`src/rtl/bmsc_pkg.sv`:
```
// Purpose: shared constants and types for the block move, barrel shift and computed call executor
// Assumes: one core clock, decoded instructions arrive as single-cycle start requests
// Notes: cycle figures are for conflict-free on-chip code and operands, wait states add on top
package bmsc_pkg;

   // widths
   localparam int BMSC_AW = 16;
   localparam int BMSC_ACC_W = 32;
   localparam int BMSC_CNT_W = 24;
   localparam int BMSC_WS_W = 4;
   localparam int BMSC_SHC_W = 4;
   localparam int BMSC_WRD_W = 17;

   // return address offsets pushed to the stack top
   localparam logic [15:0] BMSC_CALL_RET_INC = 16'h0001;
   localparam logic [15:0] BMSC_DCALL_RET_INC = 16'h0003;

   // call timing in cycles and wait-state multipliers per code fetch
   localparam logic [23:0] BMSC_CALL_CYC = 24'h000004;
   localparam logic [23:0] BMSC_DCALL_CYC = 24'h000002;
   localparam logic [23:0] BMSC_CALL_WS_MUL = 24'h000003;
   localparam logic [23:0] BMSC_DCALL_WS_MUL = 24'h000001;

   // block move timing in cycles
   localparam logic [23:0] BMSC_HDR_REG = 24'h000001;
   localparam logic [23:0] BMSC_HDR_IMM = 24'h000002;
   localparam logic [23:0] BMSC_DC_SGL = 24'h000001;
   localparam logic [23:0] BMSC_DC_REP = 24'h000002;
   localparam logic [23:0] BMSC_XFER_CYC = 24'h000001;
   localparam logic [23:0] BMSC_SD_OFS = 24'h000002;

   // reset values
   localparam logic [15:0] BMSC_ADDR_RST = 16'h0000;
   localparam logic [31:0] BMSC_ACC_RST = 32'h00000000;
   localparam logic [23:0] BMSC_CNT_RST = 24'h000000;

   typedef enum logic [2:0] {
      BMSC_OP_NONE  = 3'h0,
      BMSC_OP_MOVE  = 3'h1,
      BMSC_OP_SHIFT = 3'h2,
      BMSC_OP_CALL  = 3'h3,
      BMSC_OP_DCALL = 3'h4
   } bmsc_op_t;

   // gray along idle -> move and idle -> call
   typedef enum logic [1:0] {
      BMSC_S_IDLE = 2'h0,
      BMSC_S_MOVE = 2'h1,
      BMSC_S_CALL = 2'h2
   } bmsc_state_t;

endpackage : bmsc_pkg

```
`src/rtl/bmsc_core.sv`:
```
// Purpose: executes program-to-data block move, accumulator right barrel shift and computed calls
// Assumes: program memory read data is valid in the same cycle as pm_rd_o
// Notes: wait-state counts come in per request; same-block conflicts are flagged by the decoder
// Summary of operation
// - register-sourced single move takes two cycles
// - register-sourced repeated move: n words, n+1 cycles
// - immediate-sourced single move takes three cycles
// - immediate-sourced repeated move takes n+2 cycles
// - destination sharing code block adds a cycle, two when repeated
// - register-sourced source/destination same block repeat takes 2n-1
// - shift accumulator right 1..16, one cycle
// - fill high bits with zero or sign
// - call pushes pc+1, loads pc from accumulator
// - taken call costs four cycles, discards prefetch
// - computed call refused under repeat
// - delayed call pushes pc plus three
// - delayed call runs two slot words first
// - delayed call takes two cycles, not repeatable
// - repeated move source address increments per word
// - interrupts held off during repeated move
// - repeat moves count plus one words
`timescale 1ns/10ps
module bmsc_core
   import bmsc_pkg::*;
(
   input wire logic clk_i,
   input wire logic sys_rst_i,
   input wire logic start_i,
   input wire bmsc_op_t op_i,
   input wire logic repeat_i,
   input wire logic [15:0] repeat_count_reg_i,
   input wire logic imm_src_i,
   input wire logic [BMSC_AW-1:0] long_imm_i,
   input wire logic [BMSC_AW-1:0] block_move_address_reg_i,
   input wire logic [BMSC_AW-1:0] dst_addr_i,
   input wire logic same_blk_dst_code_i,
   input wire logic same_blk_src_dst_i,
   input wire logic [BMSC_WS_W-1:0] code_ws_i,
   input wire logic [BMSC_WS_W-1:0] src_ws_i,
   input wire logic [BMSC_WS_W-1:0] dst_ws_i,
   input wire logic [BMSC_ACC_W-1:0] accumulator_reg_i,
   input wire logic sign_extension_mode_bit_i,
   input wire logic [BMSC_SHC_W-1:0] shift_code_i,
   input wire logic [BMSC_AW-1:0] pc_i,
   input wire logic [15:0] pm_rdata_i,
   output logic busy_o,
   output logic done_o,
   output logic illegal_o,
   output logic int_hold_o,
   output logic pm_rd_o,
   output logic [BMSC_AW-1:0] pm_addr_o,
   output logic dm_wr_o,
   output logic [BMSC_AW-1:0] dm_addr_o,
   output logic [15:0] dm_wdata_o,
   output logic acc_wr_o,
   output logic [BMSC_ACC_W-1:0] acc_wdata_o,
   output logic stack_push_o,
   output logic [BMSC_AW-1:0] stack_top_o,
   output logic pc_load_o,
   output logic [BMSC_AW-1:0] pc_target_o,
   output logic fetch_flush_o,
   output logic delay_slot_o
);

   typedef struct packed {
      bmsc_state_t state;
      logic [BMSC_CNT_W-1:0] cnt;
      logic [BMSC_CNT_W-1:0] total;
      logic [BMSC_CNT_W-1:0] gap;
      logic [BMSC_CNT_W-1:0] base;
      logic [BMSC_WRD_W-1:0] left;
      logic first;
      logic sd_conf;
      logic busy;
      logic done;
      logic illegal;
      logic int_hold;
      logic pm_rd;
      logic dm_wr;
      logic acc_wr;
      logic stack_push;
      logic pc_load;
      logic flush;
      logic delay_slot;
      logic [BMSC_AW-1:0] pm_addr;
      logic [BMSC_AW-1:0] dm_addr;
      logic [15:0] wdata;
      logic [BMSC_AW-1:0] stack_top;
      logic [BMSC_AW-1:0] pc_target;
      logic [BMSC_ACC_W-1:0] acc_wdata;
   } bmsc_core_st_t;

   bmsc_core_st_t cur_ff;
   bmsc_core_st_t nxt_st;
   logic [BMSC_ACC_W-1:0] shift_res;
   logic [BMSC_WRD_W-1:0] n_words;
   logic [BMSC_CNT_W-1:0] hdr;
   logic [BMSC_CNT_W-1:0] extra;

   // cycles before the first source read: code fetch words and their wait states
   function automatic logic [BMSC_CNT_W-1:0] move_hdr(input logic imm, input logic rep, input logic dc,
                                                      input logic [BMSC_WS_W-1:0] cws);
      logic [BMSC_CNT_W-1:0] fetch;
      fetch = imm ? BMSC_HDR_IMM : BMSC_HDR_REG;
      move_hdr = fetch + BMSC_CNT_W'(fetch * {20'h00000, cws});
      if (dc) begin
         move_hdr = move_hdr + (rep ? BMSC_DC_REP : BMSC_DC_SGL);
      end
   endfunction : move_hdr

   // whole move duration from header, word count and per-word slot
   function automatic logic [BMSC_CNT_W-1:0] move_total(input logic [BMSC_CNT_W-1:0] h,
                                                        input logic [BMSC_WRD_W-1:0] n,
                                                        input logic [BMSC_CNT_W-1:0] b, input logic sd);
      logic [BMSC_CNT_W-1:0] nw;
      nw = {7'h00, n};
      move_total = h + BMSC_CNT_W'(nw * b);
      if (sd) begin
         move_total = move_total + nw - BMSC_SD_OFS;
      end
   endfunction : move_total

   bmsc_shifter u_shift (
      .acc_i(accumulator_reg_i),
      .sign_extension_mode_bit_i(sign_extension_mode_bit_i),
      .code_i(shift_code_i),
      .res_o(shift_res)
   );

   // next-state logic; every pulse output defaults low each cycle
   always_comb begin
      n_words = repeat_i ? ({1'b0, repeat_count_reg_i} + 17'h00001) : 17'h00001;
      hdr = move_hdr(imm_src_i, repeat_i, same_blk_dst_code_i, code_ws_i);
      extra = (cur_ff.sd_conf && !cur_ff.first) ? 24'h000001 : 24'h000000;
      nxt_st = cur_ff;
      nxt_st.done = 1'b0;
      nxt_st.illegal = 1'b0;
      nxt_st.pm_rd = 1'b0;
      nxt_st.dm_wr = 1'b0;
      nxt_st.acc_wr = 1'b0;
      nxt_st.stack_push = 1'b0;
      nxt_st.pc_load = 1'b0;
      nxt_st.flush = 1'b0;
      case (cur_ff.state)
         BMSC_S_IDLE: begin
            if (start_i) begin
               case (op_i)
                  BMSC_OP_MOVE: begin
                     nxt_st.state = BMSC_S_MOVE;
                     nxt_st.busy = 1'b1;
                     nxt_st.int_hold = repeat_i;
                     nxt_st.cnt = BMSC_CNT_RST;
                     nxt_st.base = BMSC_XFER_CYC + {20'h00000, src_ws_i} + {20'h00000, dst_ws_i};
                     nxt_st.sd_conf = repeat_i && same_blk_src_dst_i && (n_words > 17'h00001);
                     nxt_st.total = move_total(hdr, n_words,
                                               BMSC_XFER_CYC + {20'h00000, src_ws_i} + {20'h00000, dst_ws_i},
                                               repeat_i && same_blk_src_dst_i && (n_words > 17'h00001));
                     nxt_st.gap = hdr - 24'h000001;
                     nxt_st.left = n_words;
                     nxt_st.first = 1'b1;
                     nxt_st.pm_rd = (hdr == 24'h000001);
                     nxt_st.pm_addr = imm_src_i ? long_imm_i : block_move_address_reg_i;
                     nxt_st.dm_addr = dst_addr_i;
                  end
                  BMSC_OP_SHIFT: begin
                     nxt_st.acc_wr = 1'b1;
                     nxt_st.acc_wdata = shift_res;
                     nxt_st.done = 1'b1;
                  end
                  BMSC_OP_CALL, BMSC_OP_DCALL: begin
                     if (repeat_i) begin
                        // a repeated call is dropped whole: no push, no jump
                        nxt_st.illegal = 1'b1;
                        nxt_st.done = 1'b1;
                     end else begin
                        nxt_st.state = BMSC_S_CALL;
                        nxt_st.busy = 1'b1;
                        nxt_st.cnt = BMSC_CNT_RST;
                        nxt_st.stack_push = 1'b1;
                        nxt_st.pc_target = accumulator_reg_i[15:0];
                        if (op_i == BMSC_OP_CALL) begin
                           nxt_st.stack_top = pc_i + BMSC_CALL_RET_INC;
                           nxt_st.total = BMSC_CALL_CYC + BMSC_CNT_W'(BMSC_CALL_WS_MUL * {20'h00000, code_ws_i});
                           nxt_st.delay_slot = 1'b0;
                        end else begin
                           nxt_st.stack_top = pc_i + BMSC_DCALL_RET_INC;
                           nxt_st.total = BMSC_DCALL_CYC + BMSC_CNT_W'(BMSC_DCALL_WS_MUL * {20'h00000, code_ws_i});
                           nxt_st.delay_slot = 1'b1;
                        end
                     end
                  end
                  default: begin
                  end
               endcase
            end
         end
         BMSC_S_MOVE: begin
            nxt_st.cnt = cur_ff.cnt + 24'h000001;
            // source word read this cycle is written to data memory next cycle
            if (cur_ff.pm_rd) begin
               nxt_st.dm_wr = 1'b1;
               nxt_st.wdata = pm_rdata_i;
               nxt_st.pm_addr = cur_ff.pm_addr + 16'h0001;
               nxt_st.left = cur_ff.left - 17'h00001;
               nxt_st.first = 1'b0;
               nxt_st.gap = cur_ff.base + extra - 24'h000001;
            end else if (cur_ff.gap != BMSC_CNT_RST) begin
               nxt_st.gap = cur_ff.gap - 24'h000001;
            end
            if (cur_ff.dm_wr) begin
               nxt_st.dm_addr = cur_ff.dm_addr + 16'h0001;
            end
            nxt_st.pm_rd = (nxt_st.gap == BMSC_CNT_RST) && (nxt_st.left != 17'h00000);
            // finish only after the full time and the last word, whichever is later
            if ((cur_ff.cnt >= cur_ff.total - 24'h000001) && (cur_ff.left == 17'h00000) && !cur_ff.pm_rd) begin
               nxt_st.state = BMSC_S_IDLE;
               nxt_st.busy = 1'b0;
               nxt_st.int_hold = 1'b0;
               nxt_st.done = 1'b1;
            end
         end
         BMSC_S_CALL: begin
            nxt_st.cnt = cur_ff.cnt + 24'h000001;
            if (cur_ff.cnt >= cur_ff.total - 24'h000001) begin
               nxt_st.state = BMSC_S_IDLE;
               nxt_st.busy = 1'b0;
               nxt_st.done = 1'b1;
               nxt_st.pc_load = 1'b1;
               nxt_st.flush = !cur_ff.delay_slot;
               nxt_st.delay_slot = 1'b0;
            end
         end
         default: begin
            nxt_st.state = BMSC_S_IDLE;
         end
      endcase
   end

   // single state register; reset clears every control flag and output
   always_ff @(posedge clk_i) begin
      if (sys_rst_i) begin
         cur_ff <= '{state: BMSC_S_IDLE, cnt: BMSC_CNT_RST, total: BMSC_CNT_RST, gap: BMSC_CNT_RST,
                     base: BMSC_CNT_RST, left: 17'h00000, pm_addr: BMSC_ADDR_RST, dm_addr: BMSC_ADDR_RST,
                     wdata: BMSC_ADDR_RST, stack_top: BMSC_ADDR_RST, pc_target: BMSC_ADDR_RST,
                     acc_wdata: BMSC_ACC_RST, default: 1'b0};
      end else begin
         cur_ff <= nxt_st;
      end
   end

   assign busy_o = cur_ff.busy;
   assign done_o = cur_ff.done;
   assign illegal_o = cur_ff.illegal;
   assign int_hold_o = cur_ff.int_hold;
   assign pm_rd_o = cur_ff.pm_rd;
   assign pm_addr_o = cur_ff.pm_addr;
   assign dm_wr_o = cur_ff.dm_wr;
   assign dm_addr_o = cur_ff.dm_addr;
   assign dm_wdata_o = cur_ff.wdata;
   assign acc_wr_o = cur_ff.acc_wr;
   assign acc_wdata_o = cur_ff.acc_wdata;
   assign stack_push_o = cur_ff.stack_push;
   assign stack_top_o = cur_ff.stack_top;
   assign pc_load_o = cur_ff.pc_load;
   assign pc_target_o = cur_ff.pc_target;
   assign fetch_flush_o = cur_ff.flush;
   assign delay_slot_o = cur_ff.delay_slot;

   // checking helpers: busy length, words written, expected length of plain on-chip moves
   logic [BMSC_CNT_W-1:0] chk_busy_ff;
   logic [BMSC_WRD_W-1:0] chk_wr_ff;
   logic [BMSC_WRD_W-1:0] chk_n_ff;
   logic [BMSC_CNT_W-1:0] chk_exp_ff;
   logic chk_on_ff;
   logic chk_mv_ff;
   logic [BMSC_AW-1:0] chk_last_rd_ff;
   logic chk_rd_seen_ff;
   logic mv_go;
   logic plain;

   assign mv_go = start_i && (op_i == BMSC_OP_MOVE) && (cur_ff.state == BMSC_S_IDLE);
   assign plain = (code_ws_i == 4'h0) && (src_ws_i == 4'h0) && (dst_ws_i == 4'h0) && !same_blk_dst_code_i;

   always_ff @(posedge clk_i) begin
      if (sys_rst_i) begin
         chk_busy_ff <= BMSC_CNT_RST;
         chk_wr_ff <= 17'h00000;
         chk_n_ff <= 17'h00000;
         chk_exp_ff <= BMSC_CNT_RST;
         chk_on_ff <= 1'b0;
         chk_mv_ff <= 1'b0;
         chk_last_rd_ff <= BMSC_ADDR_RST;
         chk_rd_seen_ff <= 1'b0;
      end else if (mv_go) begin
         chk_busy_ff <= BMSC_CNT_RST;
         chk_wr_ff <= 17'h00000;
         chk_n_ff <= n_words;
         chk_mv_ff <= 1'b1;
         chk_rd_seen_ff <= 1'b0;
         chk_on_ff <= plain && !(same_blk_src_dst_i && imm_src_i && repeat_i);
         if (same_blk_src_dst_i && repeat_i && (n_words > 17'h00001)) begin
            chk_exp_ff <= {6'h00, n_words, 1'b0} - 24'h000001;
         end else begin
            chk_exp_ff <= {7'h00, n_words} + (imm_src_i ? 24'h000002 : 24'h000001);
         end
      end else begin
         chk_busy_ff <= chk_busy_ff + (busy_o ? 24'h000001 : 24'h000000);
         chk_wr_ff <= chk_wr_ff + (dm_wr_o ? 17'h00001 : 17'h00000);
         if (pm_rd_o) begin
            chk_last_rd_ff <= pm_addr_o;
            chk_rd_seen_ff <= 1'b1;
         end
         if (start_i && (cur_ff.state == BMSC_S_IDLE)) begin
            chk_mv_ff <= 1'b0;
         end
      end
   end

   move_len_a: assert property (@(posedge clk_i) disable iff (sys_rst_i)
      done_o && chk_mv_ff && chk_on_ff |-> chk_busy_ff == chk_exp_ff)
      else $error("block move length differs from expected cycle count");
   dst_code_a: assert property (@(posedge clk_i) disable iff (sys_rst_i)
      mv_go && plain == 1'b0 && same_blk_dst_code_i && !repeat_i && !imm_src_i && code_ws_i == 4'h0 &&
      src_ws_i == 4'h0 && dst_ws_i == 4'h0 |-> ##4 done_o)
      else $error("destination sharing code block did not add one cycle");
   word_count_a: assert property (@(posedge clk_i) disable iff (sys_rst_i)
      done_o && chk_mv_ff |-> chk_wr_ff == chk_n_ff)
      else $error("moved word count is not repeat count plus one");
   src_inc_a: assert property (@(posedge clk_i) disable iff (sys_rst_i)
      pm_rd_o && chk_rd_seen_ff && busy_o |-> pm_addr_o == chk_last_rd_ff + 16'h0001)
      else $error("source address did not advance by one");
   int_hold_a: assert property (@(posedge clk_i) disable iff (sys_rst_i)
      mv_go && repeat_i |=> int_hold_o throughout (busy_o [*2]))
      else $error("interrupts not held during repeated move");
   shift_one_a: assert property (@(posedge clk_i) disable iff (sys_rst_i)
      start_i && op_i == BMSC_OP_SHIFT && cur_ff.state == BMSC_S_IDLE |=> acc_wr_o && done_o && !busy_o)
      else $error("barrel shift did not finish in one cycle");
   shift_fill_a: assert property (@(posedge clk_i) disable iff (sys_rst_i)
      start_i && op_i == BMSC_OP_SHIFT && cur_ff.state == BMSC_S_IDLE
      |=> acc_wdata_o[31] == ($past(sign_extension_mode_bit_i) & $past(accumulator_reg_i[31])))
      else $error("barrel shift fill bits wrong for sign mode");
   call_push_a: assert property (@(posedge clk_i) disable iff (sys_rst_i)
      start_i && op_i == BMSC_OP_CALL && !repeat_i && cur_ff.state == BMSC_S_IDLE
      |=> stack_push_o && stack_top_o == $past(pc_i) + 16'h0001 && pc_target_o == $past(accumulator_reg_i[15:0]))
      else $error("computed call pushed or targeted the wrong value");
   call_cost_a: assert property (@(posedge clk_i) disable iff (sys_rst_i)
      start_i && op_i == BMSC_OP_CALL && !repeat_i && code_ws_i == 4'h0 && cur_ff.state == BMSC_S_IDLE
      |=> !pc_load_o [*4] ##1 (pc_load_o && fetch_flush_o))
      else $error("computed call did not take four cycles");
   no_repeat_a: assert property (@(posedge clk_i) disable iff (sys_rst_i)
      start_i && (op_i == BMSC_OP_CALL || op_i == BMSC_OP_DCALL) && repeat_i && cur_ff.state == BMSC_S_IDLE
      |=> illegal_o && !stack_push_o ##1 !busy_o && !pc_load_o)
      else $error("repeated computed call was not refused");
   dcall_push_a: assert property (@(posedge clk_i) disable iff (sys_rst_i)
      start_i && op_i == BMSC_OP_DCALL && !repeat_i && cur_ff.state == BMSC_S_IDLE
      |=> stack_push_o && stack_top_o == $past(pc_i) + 16'h0003)
      else $error("delayed call pushed the wrong return address");
   dcall_slot_a: assert property (@(posedge clk_i) disable iff (sys_rst_i)
      start_i && op_i == BMSC_OP_DCALL && !repeat_i && code_ws_i == 4'h0 && cur_ff.state == BMSC_S_IDLE
      |=> delay_slot_o [*2] ##1 (pc_load_o && !fetch_flush_o && !delay_slot_o))
      else $error("delayed call slot window or length wrong");

   rep_move_c: cover property (@(posedge clk_i) disable iff (sys_rst_i) done_o && chk_mv_ff && chk_n_ff > 17'h00002);
   call_c: cover property (@(posedge clk_i) disable iff (sys_rst_i) pc_load_o && fetch_flush_o);
   dcall_c: cover property (@(posedge clk_i) disable iff (sys_rst_i) pc_load_o && !fetch_flush_o);
   refuse_c: cover property (@(posedge clk_i) disable iff (sys_rst_i) illegal_o);
   zero_fill_c: cover property (@(posedge clk_i) disable iff (sys_rst_i)
      start_i && op_i == BMSC_OP_SHIFT && !sign_extension_mode_bit_i && accumulator_reg_i[31]);

endmodule : bmsc_core

```
`src/rtl/bmsc_shifter.sv`:
```
// Purpose: accumulator right barrel shift by 1 to 16 positions
// Assumes: shift code k selects a shift of k+1
// Notes: purely combinational, the caller registers the result
`timescale 1ns/10ps
module bmsc_shifter
   import bmsc_pkg::*;
(
   input wire logic [BMSC_ACC_W-1:0] acc_i,
   input wire logic sign_extension_mode_bit_i,
   input wire logic [BMSC_SHC_W-1:0] code_i,
   output logic [BMSC_ACC_W-1:0] res_o
);

   logic [4:0] amount;

   // code 0 means one place, code 15 means sixteen places
   assign amount = {1'b0, code_i} + 5'h01;

   // vacated high bits take zero or copies of the sign
   always_comb begin
      if (sign_extension_mode_bit_i) begin
         res_o = BMSC_ACC_W'($signed(acc_i) >>> amount);
      end else begin
         res_o = acc_i >> amount;
      end
   end

endmodule : bmsc_shifter

```
`config.mk`:
```
export PLATFORM = sky130hd
export DESIGN_NAME = bmsc_core
export DESIGN_NICKNAME = d
export VERILOG_FILES = /design/src/rtl/bmsc_pkg.sv /design/src/rtl/bmsc_core.sv /design/src/rtl/bmsc_shifter.sv
export SDC_FILE = /design/constraint.sdc
export NUM_CORES = 1
export LEC_CHECK = 0
export BUFFER_PORTS_ARGS = -buffer_cell sky130_fd_sc_hd__buf_2
export CORE_MARGIN = 10
export CORE_UTILIZATION = 38
export CTS_CLUSTER_DIAMETER = 50
export DETAILED_ROUTE_END_ITERATION = 8
export SYNTH_ARGS = -nofsm -noshare
export SYNTH_HDL_FRONTEND = slang
export SYNTH_HIERARCHICAL = 1
export SYNTH_SLANG_ARGS = --single-unit
```
`constraint.sdc`:
```
create_clock -name clk_i -period 9.8 [get_ports clk_i]
set_input_delay 0 -clock clk_i [delete_from_list [all_inputs] [get_ports clk_i]]
set_output_delay 0 -clock clk_i [all_outputs]
set_load 0.03 [all_outputs]
```
* Word level (Yosys, flattened, before mapping)
Index checks and enable logic that the tools add are counted.
** Word-level totals
- Bits in registers :: 240
- Input port bits :: 155
- Word-level logic and storage cells :: 167
** Cells by class
- $add $sub $neg :: 22
- Multiply operators :: 3
- $lt $le $gt $ge :: 2
- Eq/ne operators :: 18
- Shifts and indexed selects :: 2
- Mux-type cells :: 49
- Bitwise gates (word level) :: 7
- Reduce and logical (&&, ||, !) cells :: 39
** Operators by type and width (count)
- 2-to-1 mux 122 bit :: 1
- 2-to-1 mux 24 bit :: 5
- case mux 50 bit (2 select lines) :: 1
- case mux 24 bit (2 select lines) :: 2
- subtractor 24 x 1 -> 24 bit, second input constant :: 4
- 2-to-1 mux 67 bit :: 1
- 2-to-1 mux 16 bit :: 4
- 2-to-1 mux 32 bit :: 2
- case mux 32 bit (2 select lines) :: 1
- 2-to-1 mux 50 bit :: 1
- adder 16 x 1 -> 16 bit, second input constant :: 3
- 2-to-1 mux 18 bit :: 2
- case mux 18 bit (2 select lines) :: 1
- 2-to-1 mux 33 bit :: 1
- >> shifter 32 x 5 -> 32 bit :: 1
- >>> shifter 32 x 5 -> 32 bit :: 1
- adder 24 x 1 -> 24 bit :: 1
- adder 24 x 1 -> 24 bit, second input constant :: 1
- adder 24 x 17 -> 24 bit :: 1
- adder 24 x 2 -> 24 bit :: 1
- adder 24 x 23 -> 24 bit :: 1
- adder 24 bit :: 1
- equality test 24 x 1 -> 1 bit, second input constant :: 1
- >= comparator 24 bit :: 1
- 48 further kinds :: 103

* Logic depth before layout (Yosys ltp)
Gate-level depths: netlist (run 1).
- Word-level depth :: 12
- Depth in mapped cells :: 38
- Gate-level depth less buffers :: 37

* By module
Netlist (run 1), hierarchy kept.
** By module, submodules not included
- bmsc_core :: times used 1, cells an instance 2366, area an instance 18236.2 sq um, sequential area each 4424.2 sq um
- bmsc_shifter :: times used 1, cells an instance 441, area an instance 3687.3 sq um, sequential area each 0.0 sq um

* Worst setup path before layout (run 1)
No wires, ideal clock.
- Path kind :: input -> register
- Start point :: input repeat_i
- End point :: register cur_ff[213] (netlist bit)
- Arrival :: 7.130 ns
- Data required time :: 9.678 ns
- Slack :: 2.549 ns
- Cell stages on the path :: 33
- Buffers on the path :: 3
- Cells stage by stage :: clkbuf_1 > clkbuf_1 > clkbuf_1 > nand2_1 > or2_2 > fa_1 > fa_1 > inv_1 > fa_1 > inv_1 > fa_1 > inv_1 > ha_1 > a21oi_1 > o211ai_1 > o31ai_1 > nor2_1 > o21ai_0 > nand2b_1 > a31oi_1 > xor2_1 > ha_1 > inv_1 > ha_1 > nand2_1 > a211o_1 > and3_1 > o21ai_0 > nand3_1 > nand4_1 > or3b_1 > xnor2_1 > o21ai_0
** Between the ends
- Cells in the longest elaborated chain, start to end :: 8
- Elaborated cells between the ends (all ways) :: 15
- Classes of those cells :: add/sub: 4; mul: 1; order compare: 1; eq/ne: 1; mux: 5; reduce/logical: 3
** Ends and longest elaborated chain
- from (decl) :: line bmsc_core.sv:30 : input wire logic repeat_i,
- parallel branches: the longest is 8 deep, another holds adder 24 x 23 -> 24 bit
- to (signal assigned) :: line bmsc_core.sv:242 : cur_ff <= '{state: BMSC_S_IDLE, cnt: BMSC_CNT_RST, total: BMSC_CNT_RST, gap: BMSC_CNT_RST,
- to (signal assigned) :: line bmsc_core.sv:247 : cur_ff <= nxt_st;
- to (decl) :: line bmsc_core.sv:93 : bmsc_core_st_t cur_ff;
Several ways; the timed one is not identified.
A chain may end at the register's enable or synchronous reset.

* Worst setup path after layout (run 1)
- Start point :: input repeat_count_reg_i[0]
- End point :: register cur_ff[212] (netlist bit)
** Between the ends
- Cells in the longest elaborated chain, start to end :: 8
- Elaborated cells between the ends (all ways) :: 10
- Classes of those cells :: add/sub: 4; mul: 1; order compare: 1; mux: 3; reduce/logical: 1
** Ends and longest elaborated chain
- from (decl) :: line bmsc_core.sv:31 : input wire logic [15:0] repeat_count_reg_i,
- adder 16 x 1 -> 17 bit (*) :: line bmsc_core.sv:132 : n_words = repeat_i ? ({1'b0, repeat_count_reg_i} + 17'h00001) : 17'h00001;
- 2-to-1 mux 17 bit (*) :: line bmsc_core.sv:132
- multiplier 17 x 6 -> 23 bit :: line bmsc_core.sv:117 : move_total = h + BMSC_CNT_W'(nw * b);
- adder 24 x 23 -> 24 bit :: line bmsc_core.sv:117
- adder 24 x 17 -> 24 bit :: line bmsc_core.sv:119 : move_total = move_total + nw - BMSC_SD_OFS;
- subtractor 24 x 2 -> 24 bit :: line bmsc_core.sv:119
- 2-to-1 mux 24 bit (*) :: line bmsc_core.sv:118 : if (sd) begin
- case mux 50 bit (2 select lines) (*) :: line bmsc_core.sv:147 : case (op_i)
Mark *: on every way between the ends. The rest lies on a longest branch, timed or not.

==> flow_summary_export.csv, run 1 <==
group,metric,value,unit
run_status,status,"complete, no violations",
layout,fin_cells,3770,
synth,synth_mux_area_share,9.69,%
drt,met3WireLength,4810,µm
sta,drv_slew,0,
synth,ys.flop_type,"dfxtp_1",
place,dp_hpwl,51900,µm
synth,synth_area_leader_cell,"dfxtp_1",
drt,firstDrtPassIters,7,
power,p_leak,0.0108,µW
clocking,cts_root_buffer,"clkbuf_16",
drt,routed_wl,70500,µm
global_route,grt_max_degree,121,
layout,area_delta_synth_final,14.4,%
critical_path,crit_type,"input port to flip-flop",
drt,drtAntennaViolNets,0,
synth,synth.ff_latch_count,221,
synth,syn-cell-area,0.0219,mm²
synth,synth_edf_count,0,
clocking,clkSinkCount,221,
clocking,post_cts_buffers,0,
synth,ys_types,98,
sta,grt_setup_unrepaired,"no",
synth,synth_area_per_cell,7.81,µm²
run,cap_violations,0,
power,pwr-share-seq,20.2,%
drt,routed-wl-met2,33300,µm
drt,drc_errors,0,
sta,tightest_slew,1.23,ns
clocking,h-tree-depth,2,
drt,routed.top_layer,"met5",
clocking,numCtsBuffers,34,
synth,syn-num-nets,3186,
global_route,grt_pass1_vias,20400,
power,p_comb_share,54.2,%
clocking,clkTransAtPathRegs,0.05,ns
drt,via_count,21300,
critical_path,arrival,8.03,ns
synth,synth_top_family_by_area,"simple AND/OR/NAND/NOR gates",
synth,synth_largest_type_area_fraction,20.2,%
synth,seq_area_frac_synth,20.2,%
drt,via_per_inst,5.65,
power,clkPwrFrac,25.6,%
layout,nFillCells,5647,
global_route,grt_usage,19.9,%
global_route,overflow,0,
critical_path,end_kind,"flip-flop",
sta,relSlewSlack,18.3,%
synth,synth_compound_area_share,19.5,%
clocking,cts_tree,"built",
sta,hold_viol_final,0,
power,power,4740,µW
synth,synth_common_cells,"327 x nand2_1, 296 x nor2_1, 221 x dfxtp_1",
power,p_sw,1970,µW
global_route,antenna_found_initial,8,
floorplan,die-area,0.0677,mm²
drt,wl_per_cell,18.7,µm
floorplan,ios,278,
layout,final_net_count,3364,
global_route,grt_pass1_wl,111000,µm
critical_path,crit_slowest_cell,"o21ai_1",
synth,synth_adder_area_share,14.7,%
sta,fmax,131,MHz
sta,fin_tns_setup,0,ns
floorplan,initial_core_util,38.7,%
critical_path,startpoint_type,"input port",
synth,synth_most_common_cell,"nand2_1",
worst_hold_path,hold_path_class,"input port to flip-flop",
power,ir_drop,0.000174,V
drt,drtIter0Drc,1863,
sta,min_period,7.62,ns
sta,setup_viol,0,
sta,fin_hold_ws,0.0518,ns
synth,netlist_top_cells_area,"dfxtp_1 20%, ha_1 9.6%, nand2_1 5.6%",
synth,yosys_warnings,6,
critical_path,rrSetupSlack,5.26,ns
sta,fin_skew,0.0266,ns
synth,synth_simple_gate_area_share,20.3,%
power,switching_share,41.6,%
floorplan,die_h,260,µm
place,place_area,0.0229,mm²
layout,layout-drive-gt1-share,15.5,%
floorplan,rows,87,
power,internal_power,2770,µW
critical_path,crit_required,10.22,ns
place,io_buffer_count,277,
place,dp.cells,3599,
drt,wl_met1,30500,µm
synth,synthArstFlopShare,0,%
clocking,clock_path_buffers,3,
floorplan,design.core.area,0.0567,mm²
critical_path,critPathMaxStageDelay,0.57,ns
place,gp_congestion,0.909,
layout,design_area,0.0251,mm²
power,power_density,189,mW/mm²
clocking,insertion_delay,0.56,ns
sta,min_period_over_period,77.7,%
synth,synth_xor_xnor_area_share,5.91,%
floorplan,fp.dieW,260,µm
synth,netlist_instances,2807,
critical_path,crit_fanout,8,
==> layout make-up <==
type,instances,area [µm²],area share (%)
multi-input cells,2178,15400,61.4
flip-flops and latches,221,4420,17.6
repair buffers,405,2620,10.5
clock buffers,46,956,3.81
well taps,756,946,3.77
inverters,145,544,2.17
clock inverters,14,170,0.678
diodes,5,12.5,0.0499
==> metal layers <==
metal  vias up  global-route usage [%]
li1      10200                       -
met1     10200                    25.5
met2       737                    32.8
met3       110                    3.71
met4         4                    7.10
met5         -                       0
==> layout by cell type (no fill, tap or decap), types with 59 or more instances in the layout <==
| master | netlist | final |
|---|---|---|
| nand3_1 | 59 | 59 |
| inv_1 | 143 | 143 |
| a211oi_1 | 65 | 65 |
| xnor2_1 | 86 | 86 |
| o21ai_0 | 124 | 123 |
| dlygate4sd3_1 | 0 | 106 |
| nand2_1 | 327 | 327 |
| ha_1 | 168 | 167 |
| a21oi_1 | 213 | 213 |
| dfxtp_1 | 221 | 221 |
| mux2i_1 | 96 | 96 |
| nor2_1 | 296 | 295 |
| buf_2 | 17 | 275 |
==> worst max-delay path, delay by kind of cell <==
kind            cells  cell delay (ns)
compound gates     14             3.36
fa+ha+maj           8             3.18
simple gates        4             1.03
buf+inv             4             0.25
xor+xnor            2             0.21
==> sequential cells by signal, summed over array words and instances (netlist names), 16 cells and up <==
| signal | flops |
|---|---|
| cur_ff | 98 |
| acc_wdata_o | 32 |
| dm_addr_o | 16 |
| dm_wdata_o | 16 |
| pc_target_o | 16 |
| pm_addr_o | 16 |
| stack_top_o | 16 |
==> kinds of logic after synthesis <==
group / after synthesis
AND/OR/NAND/NOR: 969
AO/OA/AOI/OAI: 672
buffers and inverters: 408
adder cells (fa/ha/maj): 224
flip-flops: 221
multiplexers: 168
XOR/XNOR: 145
==> final timing paths <==
check / start / to / cells past startpoint
min reg2reg: pc_target_o[1] / pc_target_o[1] / 2
min: block_move_address_reg_i[8] / pm_addr_o[8] / 4
max: repeat_count_reg_i[0] / cur_ff[212] / 32
max reg2reg: cur_ff[190] / cur_ff[238] / 16
==> through the flow <==
| step | setup slack (ns) | util [%] |
|---|---|---|
| 2_1_floorplan | 2.55 | - |
| 3_3_place_gp | 1.85 | 40.3 |
| 3_5_place_dp | 1.76 | 40.3 |
| 4_1_cts | 2.29 | 44.2 |
| 5_1_grt | 1.56 | 44.2 |
| 6_report | 2.18 | 44.2 |
==> power groups by stage <==
| stage | Sequential, µW | Combinational, µW | Clock, µW |
|---|---|---|---|
| floorplan | 967 | 1970 | 0 |
| global placement | 973 | 2480 | 0 |
| detailed placement | 974 | 2500 | 0 |
| CTS | 955 | 2560 | 1250 |
| global route | 959 | 2890 | 1280 |
| finish | 956 | 2570 | 1210 |
==> timing repair <==
item,in CTS,in global routing
hold buffers,106,0
hold endpoints to repair,90,0
resized for setup,0,0
Power figures use the tool's default switching activity.
==> inputs of run 2 (changes only) <==
ABC_AREA = 1   (was default)
clock period = 7.25 ns   (was 9.8 ns; I/O delays follow)
==> flow_summary_export.csv, run 2 <==
group,metric,value,unit
synth,synth_top_family_by_area,"simple AND/OR/NAND/NOR gates",
critical_path,critPathTopFamily,"adder cells",
power,internal_power,4390,µW
clocking,clock_path_buffers,3,
drt,via_count,24400,
synth,seq_area_frac_synth,19.2,%
critical_path,crit_slowest_cell,"dlygate4sd3_1",
sta,min_period,6.86,ns
synth,synth_edf_count,0,
layout,top_register,"cur_ff",
worst_hold_path,hold_path_class,"input port to flip-flop",
synth,synth_largest_type_area_fraction,19.2,%
global_route,antenna_found_initial,0,
synth,synth_adder_area_share,14.0,%
sta,tightest_slew,1.12,ns
layout,largest_reg_flops,98,
floorplan,rows,90,
sta,fin_tns_setup,0,ns
synth,netlist_top_cells_area,"dfxtp_1 19%, nand2_1 14%, ha_1 9.1%",
synth,ys_types,63,
global_route,grt_pass1_vias,22800,
synth,synth_most_common_cell,"nand2_1",
synth,synth_xor_xnor_area_share,4.22,%
power,pwr-share-seq,17.0,%
clocking,cts_root_buffer,"clkbuf_16",
synth,synth_area_leader_cell,"dfxtp_1",
power,power_density,324,mW/mm²
power,ir_drop,0.000247,V
sta,hold_viol_final,0,
critical_path,critPathMaxStageDelay,0.57,ns
floorplan,die-area,0.0708,mm²
clocking,clkTransAtPathRegs,0.05,ns
clocking,numCtsBuffers,38,
synth,synth_mux_area_share,0.587,%
drt,drtAntennaViolNets,0,
drt,drc_errors,0,
drt,via_per_inst,5.20,
clocking,clkSinkCount,221,
critical_path,startpoint_type,"input port",
power,switching_share,49.3,%
layout,layout-drive-gt1-share,12.9,%
global_route,grt_max_degree,80,
critical_path,arrival,7.27,ns
layout,area_delta_synth_final,16.0,%
synth,synth_area_per_cell,6.29,µm²
sta,fmax,146,MHz
layout,final_cell_mix,"855 x nand2_1, 509 x nor2_1, 362 x inv_1",
sta,drv_slew,0,
sta,min_period_over_period,94.6,%
global_route,grt_usage,21.6,%
floorplan,ios,278,
power,p_sw,4270,µW
floorplan,die_h,266,µm
critical_path,crit_type,"input port to flip-flop",
synth,synth_simple_gate_area_share,36.1,%
sta,fin_skew,0.0427,ns
layout,final_common_cell,"nand2_1",
place,io_buffer_count,277,
synth,synth_common_cells,"857 x nand2_1, 514 x nor2_1, 363 x inv_1",
drt,firstDrtPassIters,5,
global_route,grt_pass1_wl,126000,µm
place,gp_congestion,0.943,
worst_hold_path,worstHoldPathCells,4,
global_route,overflow,0,
power,p_comb_share,61.2,%
critical_path,crit_required,7.66,ns
power,p_leak,0.0132,µW
synth,synth_compound_area_share,13.0,%
drt,wl_per_cell,16.9,µm
synth,yosys_warnings,6,
critical_path,reg2reg_depth,7,
synth,ys.flop_type,"dfxtp_1",
critical_path,critPathBufInv,8,
critical_path,crit_fanout,7,
synth,syn-num-nets,4040,
drt,drtIter0Drc,2283,
sta,relSlewSlack,25.4,%
power,clkPwrFrac,21.8,%
sta,setup_viol,0,
floorplan,design.core.area,0.0601,mm²
synth,netlist_instances,3661,
floorplan,initial_core_util,38.3,%
place,dp_hpwl,60200,µm
synth,synthArstFlopShare,0,%
layout,fin_util,44.4,%
clocking,h-tree-depth,2,
critical_path,end_kind,"flip-flop",
clocking,insertion_delay,0.56,ns
layout,final_net_count,4251,
critical_path,cp_num_cells,36,
synth,synth.ff_latch_count,221,
floorplan,fp.dieW,266,µm
critical_path,critPathMostFrequentCell,"nand2_1",
synth,syn-cell-area,0.0230,mm²
drt,routed_wl,79100,µm
run,cap_violations,0,
run_status,status,"complete, no violations",
clocking,cts_tree,"built",
-- run 2: cell types whose count changed after synthesis, sizes merged, moves of 32 or more --
cell,previous run,this run
a21oi,213,177
nand3,60,364
o22ai,37,5
o21ai,132,245
nor2,297,523
inv,144,372
xnor2,87,41
a211oi,67,11
mux2,43,0
nand2,327,890
mux2i,96,11
-- run 2: layout make-up --
type,instances,area (µm²)
clock inverter,27,304
multi-input combinational,2809,15700
tap,782,978
sequential,221,4420
inverter,377,1430
antenna,2,5.00
timing repair buffer,425,2790
clock buffer,43,1020
fill,6345,33400
-- run 2: per-layer routing --
layer / up-vias / routed length [µm] / track usage (%)
met4: 0 / 2040 / 6.53
met3: 129 / 5230 / 3.08
met2: 853 / 35300 / 34.5
met1: 11100 / 36500 / 29.7
met5: - / 0 / 0
li1: 12300 / - / -
-- run 2: power groups by stage --
stage               logic (µW)  registers, µW  clock network [µW]
floorplan                 3960           1460                   0
global placement          5080           1490                   0
detailed placement        5080           1490                   0
CTS                       5200           1470                1930
global route              6000           1490                1970
finish                    5300           1470                1890
-- run 2: cell families after synthesis --
| family | Yosys count |
|---|---|
| compound gates | 536 |
| xor+xnor | 108 |
| fa+ha+maj | 224 |
| buf+inv | 631 |
| flops | 221 |
| mux | 11 |
| simple gates | 1930 |
-- run 2: worst min-delay path: cells and delay by family --
kind | cells | cell delay [ns]
compound gates | 1 | 0.13
fa+ha+maj | 1 | 0.22
buf+inv | 1 | 0.11
simple gates | 1 | 0.09
-- run 2: final timing paths --
kind | start | endpoint | slack [ns]
setup reg to reg | pm_rd_o | pm_addr_o[11] | 2.78
hold reg to reg | stack_top_o[15] | stack_top_o[15] | 0.47
setup / recovery | repeat_count_reg_i[0] | cur_ff[212] | 0.39
hold / removal | pc_i[1] | stack_top_o[1] | 0.05
-- run 2: stage by stage --
stage | cells | hold slack, ns | setup WS (ns) | area [µm²] | total power [µW]
after detailed placement | 4494 | 0.254 | 0.548 | 24100 | 6580
after global placement | 4494 | 0.249 | 0.581 | 24100 | 6570
after CTS | 4680 | 0.0173 | 0.173 | 26600 | 8590
after global routing | 4684 | 0.0630 | -0.00449 | 26700 | 9470
final | 4686 | 0.0493 | 0.394 | 26700 | 8660
after floorplan | 3661 | 0.0900 | 0.944 | 23000 | 5420
-- run 2: timing repair --
item	CTS	global route
setup endpoints to repair	0	2
resized for setup	0	24
hold buffers	116	0
buffers inserted	0	4
hold endpoints to repair	105	0
